[src/rtl/page_ext_consts.vh]
// constants for the data page address extension block
`ifndef PAGE_EXT_CONSTS_VH
`define PAGE_EXT_CONSTS_VH

`define PG_W            10
`define EA_W            16
`define EA_TOP          15
`define PG_ZERO         10'h000
`define PG_ONE          10'h001
`define PG_EDS_LAST     10'h1FF
`define PG_PSV_FIRST    10'h200
`define PG_PSV_LSW_LAST 10'h2FF
`define PG_PSV_MSB_1ST  10'h300
`define PG_PSV_LAST     10'h3FF
`define PG_RESET        10'h001
`define PG_PSV_BIT      9

// addressing mode codes
`define MODE_W          3
`define MODE_DIRECT     3'h0
`define MODE_PRE_MOD    3'h1
`define MODE_POST_MOD   3'h2
`define MODE_REG_OFFSET 3'h3
`define MODE_MODULO     3'h4
`define MODE_BIT_REV    3'h5

// page step outcomes
`define STEP_W          2
`define STEP_NONE       2'h0
`define STEP_INC        2'h1
`define STEP_DEC        2'h2

`endif

[src/rtl/page_boundary_check.v]
// boundary outcome decoder for one page-crossing access
`timescale 1ns/1ps
`default_nettype none
`include "page_ext_consts.vh"

module page_boundary_check (
	input  wire [`PG_W-1:0]   i_page,
	input  wire               i_is_write,
	input  wire [`MODE_W-1:0] i_mode,
	input  wire               i_base_ea15,
	input  wire               i_overflow,
	input  wire               i_underflow,
	output reg  [`STEP_W-1:0] o_step,
	output reg                o_ea15
);

	reg linear_mode;
	reg paged_start;

	always @* begin
		linear_mode = (i_mode == `MODE_PRE_MOD) || (i_mode == `MODE_POST_MOD);
		paged_start = i_base_ea15;
		o_step      = `STEP_NONE;
		o_ea15      = i_base_ea15;
		// crossings only count when the unmodified address was in a page
		if (paged_start && (i_overflow || i_underflow)) begin
			if (!linear_mode) begin
				o_ea15 = 1'b1;
			end else if (i_overflow) begin
				if ((i_page == `PG_EDS_LAST) || (!i_is_write && i_page == `PG_PSV_LAST)) begin
					o_ea15 = 1'b0;
				end else begin
					o_step = `STEP_INC;
					o_ea15 = 1'b1;
				end
			end else begin
				if (!i_is_write && ((i_page == `PG_ONE) || (i_page == `PG_PSV_FIRST))) begin
					o_ea15 = 1'b0;
				end else begin
					o_step = `STEP_DEC;
					o_ea15 = 1'b1;
				end
			end
		end
	end

endmodule
`default_nettype wire

[src/rtl/data_page_address_extension.v]
// paged data space address extension for a 16-bit core
`timescale 1ns/1ps
`default_nettype none
`include "page_ext_consts.vh"

module data_page_address_extension (
	input  wire                    i_sys_clk,
	input  wire                    i_srst,
	input  wire                    i_req,
	input  wire                    i_is_write,
	input  wire [`MODE_W-1:0]      i_mode,
	input  wire [`EA_W-1:0]        i_base_ea,
	input  wire [`EA_W-1:0]        i_mod_ea,
	input  wire                    i_carry_out,
	input  wire                    i_borrow_out,
	input  wire                    i_page_wr,
	input  wire                    i_page_wr_sel,
	input  wire [`PG_W-1:0]        i_page_wr_data,
	output reg                     o_valid,
	output reg                     o_paged,
	output reg  [`PG_W-1:0]        o_page,
	output reg  [`EA_W-1:0]        o_effective_address,
	output reg                     o_addr_error_trap,
	output reg  [`PG_W-1:0]        o_read_page_select,
	output reg  [`PG_W-1:0]        o_write_page_select
);

	// ==========================================================
	// page registers
	reg  [`PG_W-1:0]   read_page_select_reg;
	reg  [`PG_W-1:0]   write_page_select_reg;
	reg  [`PG_W-1:0]   read_page_select_next;
	reg  [`PG_W-1:0]   write_page_select_next;
	reg  [`PG_W-1:0]   active_page_select;
	reg  [`PG_W-1:0]   stepped_page;
	reg  [`EA_W-1:0]   raw_ea;
	reg  [`EA_W-1:0]   final_ea;
	reg                overflow;
	reg                underflow;
	reg                trap;
	wire [`STEP_W-1:0] step;
	wire               ea15;
	// per-access decode
	reg                window_exit;
	reg                crossing;
	reg                paged_final;
	reg                zero_page_hit;
	reg                ps_write_hit;
	reg                accept;
	reg                reject;
	reg                step_read;
	reg                step_write;
	reg                load_read;
	reg                load_write;

	// ==========================================================
	// active page selection
	always @* begin
		// reads and writes keep separate pages, so one move can span two pages
		active_page_select = read_page_select_reg;
		if (i_is_write) begin
			active_page_select = write_page_select_reg;
		end
	end

	// ==========================================================
	// window exit
	// a crossing out of the upper window shows as bit 15 dropping together with a carry
	// or borrow past it; large offsets can skip whole pages, which is accepted and not
	// corrected, so a linear page space holds only for small steps
	always @* begin
		window_exit = i_base_ea[`EA_TOP] && !i_mod_ea[`EA_TOP];
		overflow    = window_exit && i_carry_out;
		underflow   = window_exit && i_borrow_out;
		crossing    = overflow || underflow;
		raw_ea      = i_mod_ea;
		if (crossing) begin
			raw_ea[`EA_TOP] = 1'b0;
		end
	end

	page_boundary_check u_check (
		.i_page      (active_page_select),
		.i_is_write  (i_is_write),
		.i_mode      (i_mode),
		.i_base_ea15 (i_base_ea[`EA_TOP]),
		.i_overflow  (overflow),
		.i_underflow (underflow),
		.o_step      (step),
		.o_ea15      (ea15)
	);

	// ==========================================================
	// page stepping
	always @* begin
		case (step)
			`STEP_INC: begin
				stepped_page = active_page_select + `PG_ONE;
			end
			`STEP_DEC: begin
				stepped_page = active_page_select - `PG_ONE;
			end
			default: begin
				// wrapping modes and edge pages leave the page where it is
				stepped_page = active_page_select;
			end
		endcase
	end

	// ==========================================================
	// final address bit 15
	always @* begin
		final_ea = raw_ea;
		if (crossing) begin
			// the boundary decoder chooses between staying paged and base data space
			final_ea[`EA_TOP] = ea15;
		end else begin
			final_ea[`EA_TOP] = i_mod_ea[`EA_TOP];
		end
		paged_final = final_ea[`EA_TOP];
	end

	// ==========================================================
	// address-error traps
	// traps look at the page before any step, so a refused access never moves it
	always @* begin
		zero_page_hit = 1'b0;
		ps_write_hit  = 1'b0;
		if (paged_final) begin
			if (active_page_select == `PG_ZERO) begin
				zero_page_hit = 1'b1;
			end
			if (i_is_write && active_page_select[`PG_PSV_BIT]) begin
				ps_write_hit = 1'b1;
			end
		end
		trap   = zero_page_hit || ps_write_hit;
		accept = i_req && !trap;
		reject = i_req && trap;
	end

	// ==========================================================
	// page register next values
	always @* begin
		step_read  = accept && !i_is_write;
		step_write = accept && i_is_write;
		load_read  = i_page_wr && !i_page_wr_sel;
		load_write = i_page_wr && i_page_wr_sel;
		read_page_select_next  = read_page_select_reg;
		write_page_select_next = write_page_select_reg;
		// software loads take priority over a stepping access in the same cycle
		if (load_read) begin
			read_page_select_next = i_page_wr_data;
		end else if (step_read) begin
			read_page_select_next = stepped_page;
		end
		if (load_write) begin
			write_page_select_next = i_page_wr_data;
		end else if (step_write) begin
			write_page_select_next = stepped_page;
		end
	end

	// ==========================================================
	// page registers
	always @(posedge i_sys_clk) begin
		if (i_srst) begin
			read_page_select_reg  <= `PG_RESET;
			write_page_select_reg <= `PG_RESET;
		end else begin
			read_page_select_reg  <= read_page_select_next;
			write_page_select_reg <= write_page_select_next;
		end
	end

	// ==========================================================
	// answer outputs
	always @(posedge i_sys_clk) begin
		if (i_srst) begin
			o_valid             <= 1'b0;
			o_addr_error_trap   <= 1'b0;
			o_effective_address <= {`EA_W{1'b0}};
		end else begin
			// exactly one of the two pulses answers each request
			o_valid             <= accept;
			o_addr_error_trap   <= reject;
			o_effective_address <= final_ea;
		end
	end

	// ==========================================================
	// page outputs
	always @(posedge i_sys_clk) begin
		if (i_srst) begin
			o_paged             <= 1'b0;
			o_page              <= `PG_ZERO;
			o_read_page_select  <= `PG_RESET;
			o_write_page_select <= `PG_RESET;
		end else begin
			// copies track the next value so they line up with the registers
			o_read_page_select  <= read_page_select_next;
			o_write_page_select <= write_page_select_next;
			o_paged             <= paged_final;
			if (paged_final) begin
				o_page <= stepped_page;
			end else begin
				// bit 15 low means base data space, page ignored
				o_page <= `PG_ZERO;
			end
		end
	end

endmodule
`default_nettype wire

[config.mk]
export PLATFORM = sky130hd
export DESIGN_NAME = data_page_address_extension
export DESIGN_NICKNAME = d
export VERILOG_FILES = /design/src/rtl/page_boundary_check.v /design/src/rtl/data_page_address_extension.v
export VERILOG_INCLUDE_DIRS = /design/src /design/src/rtl
export SDC_FILE = /design/constraint.sdc
export NUM_CORES = 1
export LEC_CHECK = 0
export BUFFER_PORTS_ARGS = -buffer_cell sky130_fd_sc_hd__buf_2
export CAP_MARGIN = 15
export CORE_MARGIN = 2
export CORE_UTILIZATION = 45
export DETAILED_ROUTE_END_ITERATION = 8
export MAX_ROUTING_LAYER = met4
export PLACE_DENSITY = 0.77
export SKIP_CTS_REPAIR_TIMING = 1
export SLEW_MARGIN = 40
export SYNTH_ARGS = -nofsm -noshare
export SYNTH_HDL_FRONTEND = slang
export SYNTH_SLANG_ARGS = --single-unit
[constraint.sdc]
create_clock -name i_sys_clk -period 5.45 [get_ports i_sys_clk]
set_clock_uncertainty 0.1 [all_clocks]
set_input_delay 1.09 -clock i_sys_clk [delete_from_list [all_inputs] [get_ports i_sys_clk]]
set_output_delay 1.09 -clock i_sys_clk [all_outputs]
set_load 0.05 [all_outputs]
# Word-level counts from Yosys, hierarchy flattened
# Index checks and enable logic that the tools add are counted.
dict set report totals {
  regBits 49
  latch_bits 0
  ram_bits 0
  romBits 0
  inputBits 53
  output_inout_bits 49
  memories 0
}
dict set report op_classes {
  addsub 2
  mul 0
  n_div 0
  n_lt_le_gt_ge 0
  n_eq_ne 8
  shifts 0
  mux 21
  n_bitwise 1
  n_reduce_logical 26
}
# op n
set ops {}
lappend ops {{2-to-1 mux 10 bit} 5}
lappend ops {{equality test 10 bit (second input constant)} 2}
lappend ops {{case mux 10 bit (2 select lines)} 1}
lappend ops {{logical AND 1 bit} 13}
lappend ops {{2-to-1 mux 1 bit} 11}
lappend ops {{adder 10 x 1 -> 10 bit (second input constant)} 1}
lappend ops {{equality test 10 x 1 -> 1 bit (second input constant)} 1}
lappend ops {{equality test 10 x 9 -> 1 bit (second input constant)} 1}
lappend ops {{logical NOT 10 bit} 1}
lappend ops {{subtractor 10 x 1 -> 10 bit (second input constant)} 1}
lappend ops {{2-to-1 mux 2 bit} 4}
lappend ops {{logical OR 1 bit} 5}
lappend ops {{logical NOT 1 bit} 4}
lappend ops {{nonzero test 2 bit} 2}
lappend ops {{equality test 3 x 1 -> 1 bit (second input constant)} 1}
lappend ops {{equality test 3 x 2 -> 1 bit (second input constant)} 1}
lappend ops {{equality test 2 x 1 -> 1 bit (second input constant)} 1}
lappend ops {{equality test 2 bit (second input constant)} 1}
lappend ops {{OR reduction 2 bit} 1}
lappend ops {{NOT 1 bit} 1}

# Depth between registers and ports, before layout
dict set report logic_depth {
  depth_word 16
  mapped_depth 18
  depth_no_buf 13
}

# Hierarchy
# Synthesis repeated with hierarchy kept, for this count alone.
dict set report unflattened {
  hier_cells 305
  area_unflattened_um2 2620.0
}
# mod instances cells_each area_per_inst_um2 seq_area_each_um2
set modules_own_cells {}
lappend modules_own_cells {data_page_address_extension 1 285 2482.4 960.9}
lappend modules_own_cells {page_boundary_check 1 20 137.6 0.0}

# Least setup slack after synthesis
# OpenSTA, ideal clock, no wires.
dict set report synth_timing {
  kind {input to register}
  from {input i_is_write}
  to {register o_read_page_select[8]}
  arrival_time_ns 4.290
  required_ns 5.255
  setup_slack_ns 0.965
  stages 16
  n_path_buf 5
  cell_sequence {buf_6 buf_6 buf_6 buf_2 mux2_2 ha_1 nand4_1 a21oi_4 a41oi_4 and2_1 ha_1 clkbuf_1 or2_2 a311oi_1 nor2_1 o311ai_1}
}
dict set report synth_via {
  elab_chain_len 15
  word_cells_on_any_way 39
  cone_classes {2 x add/sub; 6 x eq/ne; 19 x mux; 12 x reduce/logical}
}
# element line_no
set synth_lines {}
lappend synth_lines {{from (decl)} data_page_address_extension.v:10} ;# input wire i_is_write,
lappend synth_lines {{2-to-1 mux 10 bit} data_page_address_extension.v:61} ;# if (i_is_write) begin
lappend synth_lines {{equality test 10 x 1 -> 1 bit (no line) / equality test 10 bit (equally long branches)} --}
lappend synth_lines {{logical OR 1 bit / logical AND 1 bit (equally long branches)} --}
lappend synth_lines {{logical AND 1 bit / logical OR 1 bit (equally long branches)} {page_boundary_check.v:37, page_boundary_check.v:30}}
lappend synth_lines {{2-to-1 mux 1 bit (on tied branches)} {page_boundary_check.v:37, page_boundary_check.v:30}}
lappend synth_lines {{2-to-1 mux 1 bit} page_boundary_check.v:29} ;# end else if (i_overflow) begin
lappend synth_lines {{2-to-1 mux 1 bit} page_boundary_check.v:27} ;# if (!linear_mode) begin
lappend synth_lines {{2-to-1 mux 1 bit} page_boundary_check.v:26} ;# if (paged_start && (i_overflow || i_underflow)) begin
lappend synth_lines {{2-to-1 mux 1 bit} data_page_address_extension.v:114} ;# if (crossing) begin
lappend synth_lines {{2-to-1 mux 1 bit} data_page_address_extension.v:129} ;# if (paged_final) begin
lappend synth_lines {{logical OR 1 bit} data_page_address_extension.v:137} ;# trap = zero_page_hit || ps_write_hit;
lappend synth_lines {{logical NOT 1 bit} data_page_address_extension.v:138} ;# accept = i_req && !trap;
lappend synth_lines {{logical AND 1 bit} data_page_address_extension.v:138}
lappend synth_lines {{logical AND 1 bit} data_page_address_extension.v:145} ;# step_read = accept && !i_is_write;
lappend synth_lines {{nonzero test 2 bit (no line)} --}
lappend synth_lines {{to (signal assigned)} data_page_address_extension.v:197} ;# o_read_page_select <= `PG_RESET;
lappend synth_lines {{to (signal assigned)} data_page_address_extension.v:201} ;# o_read_page_select <= read_page_select_next;
lappend synth_lines {{to (decl)} data_page_address_extension.v:24} ;# output reg [`PG_W-1:0] o_read_page_select,
# Parallel ways exist; a longest one is shown, timed or not. The select of a mux whose other input is x is not followed.
# A chain may end at the register's enable or synchronous reset.

# Worst setup path in the final report
dict set report layout_timing {
  from {input i_is_write}
  to {register o_read_page_select[5]}
}
# The elaborated chain is that of the path after synthesis.

==> results.md <==
* Run status: finished, final reports clean
* Crit Reg-Reg Startpoint: o_write_page_select[0]$_SDFFE_PP1P_
* Delay of the slowest critical-path stage at 0.70 ns
* Congestion Overflow GR at 0
* Initial DRC Count at 225
* Worst Hold Class: flip-flop to flip-flop
* Fin util at a little under three fifths
* Unrepaired setup endpoints after global routing: no
* Non-filler cells, final at 458
* Htree depth at 2
* Max-slew violations at 0
* Switching share of total power at between 30% and 40%
* Core box area at a little under 6000 sq um
* Initial antenna violation count at 0
* Internal power at around 0.59 mW
* Syn. warnings at 0
* Clk Latency, worst-skew pair at approximately 0.31 ns
* Slew headroom at a little under half
* Initial Utilization at roughly 47%
* CP required at ~5.6 ns
* Final hold violation count at 0
* Syn Area/Cell at between 8 and 9 sq um
* Die width at 82.2 um
* Antenna Diode Count at 0
* Min Tclk post-route at roughly 4.4 ns
* Commonest cells after routing, fill and taps aside: buf_2 (86), dfxtp_1 (48), nand2_1 (23)
* Port Buffers at 86
* Most used cell, CP: ha_1
* Io pins at 102
* FF-to-FF End: o_read_page_select[5]$_SDFFE_PP0P_
* Mapped Nets at 365
* R2r worst-path depth at 12
* Total global-route track usage at 23.5%
* Bufs and invs on worst path at 1
* Worst reg-to-reg setup slack at 1.62 ns
* HPWL Detailed at roughly 5500 um
* Area growth syn-to-layout at 19.8%
* Fraction of registers with async set/reset at 0%
* Synth Register Bits at 48
* Final nets at 441
* Root buffer cell: clkbuf_8
* First-pass detailed-route iteration total at 5
* Vias in the first global route at between 2000 and 2500
* Most common cell after layout, fill and taps aside: buf_2
* Vias per inst at 5.83
* EDFF count, synth at 0
* Cells after synthesis at 306
* Worst Setup Path Type: input port to flip-flop
* Slowest stage cell, crit path: ha_1
* Crit-path max FO at 23
* Clock tree from TritonCTS: yes
* Logic pwr share at 25.6%
* Reg clk slew, reported paths at 0.09 ns
* Worst Hold Depth at 2
* Global-route wire length before repair at 11800 um
* Die footprint at 6760 sq um
* Pin count of the biggest net entering global routing at 34
* WL/cell at around 16 um
* Routed WL at ~7400 um
* Endpoints failing setup at 0
* Fmax at 0.230 GHz
* Hold Crit Start: o_read_page_select[8]$_SDFFE_PP0P_
* Worst Tran Pin Value at 0.807 ns
* Share of layout cells above drive strength 1 at a little under a third
* Crit path max-delay family: compound AO/OA/AOI/OAI gates
* Via count at 2668
* TritonCTS Buffers at 5
* TNS Setup at 0 ns
* Pwr/cell area at 272 nW/um^2
* Rows at 28
* Distinct cells, synth at 63
* Clock buffer depth at 2
* Hold endpoint: o_read_page_select[8]$_SDFFE_PP0P_
* CP Cell Sequence: buf_2 -> mux2_2 -> ha_1 -> nand4_1 -> a21oi_4 -> a41oi_4 -> and2_1 -> ha_1 -> nor2_1 -> mux2i_1 -> o221ai_1 -> nor3b_1 -> a311o_1
* Switching power at 0.306 mW
* CTS Sinks at 48
* CP arrival at 4.46 ns
* DRC at 0
* Dominant synthesized flop cell: dfxtp_1
* Netlist Area Pre-Place at 2750 sq um
* Worst VDD drop at ~0.00017 V
* Register area share after synthesis at 34.9%
* GPL Wtd Cong at roughly 0.9
* Die Y at 82.2 um
* Dpl cells at 450
* CP Launch Type: input port
* Number of max-cap violations at 0
* Crit share post-route at between 70% and 80%
* Clock power frac at 31.1%
* Part of the power in registers at 43.3%
* Worst setup EP type: flip-flop
* ANT nets after route at 0
* Leakage at roughly 1.4 nW
## worst reg2reg max path: stages, from the launching register on
cell	delay, ns
dfxtp_1	0.43
mux2_2	0.25
ha_1	0.23
nand4_1	0.19
a21oi_4	0.28
a41oi_4	0.18
and2_1	0.21
ha_1	0.70
nor2_1	0.17
mux2i_1	0.20
o221ai_1	0.26
nor3b_1	0.22
a311o_1	0.32
## state kept, by name (all words and copies together), names as in the netlist
| register | cells |
|---|---|
| o_effective_address | 16 |
| o_page | 10 |
| o_read_page_select | 10 |
| o_write_page_select | 10 |
| o_addr_error_trap | 1 |
| o_valid | 1 |
## layer usage
metal	track usage (%)	vias to the layer above	share of wire, %
li1	-	1276	-
met2	37.5	117	48
met4	10.7	0	3.5
met5	-	-	0
met3	3.70	21	5.9
met1	29.3	1254	43
## power groups by stage
stage               Clock, mW  Combinational [mW]  Sequential, mW
CTS                     0.286               0.228           0.388
global placement            0               0.223           0.396
floorplan                   0               0.106           0.462
global route            0.301               0.246           0.391
detailed placement          0               0.227           0.396
finish                  0.278               0.230           0.389
## area by class of cell
cell class | instances | area [sq um]
tap | 75 | 93.8
clock inverter | 2 | 38.8
sequential | 48 | 961
clock buffer | 6 | 82.6
timing repair buffer | 88 | 445
multi-input combinational | 227 | 1630
inverter | 12 | 45.0
fill | 522 | 2620
## worst max-delay path by stage
stage	start	endpoint	cells past startpoint
after floorplan	i_is_write	o_read_page_select[8]$_SDFFE_PP0P_	16
after global placement	i_is_write	o_read_page_select[4]$_SDFFE_PP0P_	12
after detailed placement	i_is_write	o_read_page_select[4]$_SDFFE_PP0P_	12
after CTS	i_is_write	o_read_page_select[5]$_SDFFE_PP0P_	13
after global routing	i_is_write	o_read_page_select[4]$_SDFFE_PP0P_	12
final	i_is_write	o_read_page_select[5]$_SDFFE_PP0P_	13
## synth_stat cells, types with 3 or more instances
cell,n,area (sq um)
o21ai_0,12,60.1
and2_1,5,31.3
mux2_2,8,90.1
clkbuf_1,9,33.8
mux2i_1,16,160
nand4_1,13,81.3
o22ai_1,5,31.3
nor2b_1,22,138
dfxtp_1,48,961
ha_1,6,75.1
a21oi_1,13,65.1
nand2b_1,5,31.3
buf_6,5,56.3
inv_1,11,41.3
nor2_1,16,60.1
o311ai_1,7,61.3
nand2_1,23,86.3
nor3_1,7,35.0
nand3_1,12,60.1
nand4b_1,3,26.3
## per-stage QoR
stage | setup WS (ns) | instance area, sq um | power (mW) | hold WS, ns
floorplan | 0.965 | 2750 | 0.568 | 0.649
global placement | 0.902 | 3180 | 0.618 | 0.452
detailed placement | 0.887 | 3180 | 0.623 | 0.464
CTS | 1.18 | 3300 | 0.902 | 0.480
global route | 0.924 | 3300 | 0.939 | 0.507
finish | 1.10 | 3300 | 0.896 | 0.475
## logic make-up (layout without fill, tap and decap cells)
group	Yosys count	after routing	synth area share (%)
XOR/XNOR	1	1	0.318
adder cells (fa/ha/maj)	6	6	2.73
multiplexers	25	25	9.90
buffers and inverters	31	108	5.82
AO/OA/AOI/OAI	71	71	20.5
flip-flops	48	48	34.9
AND/OR/NAND/NOR	124	124	25.8
Power figures use the tool's default switching activity.
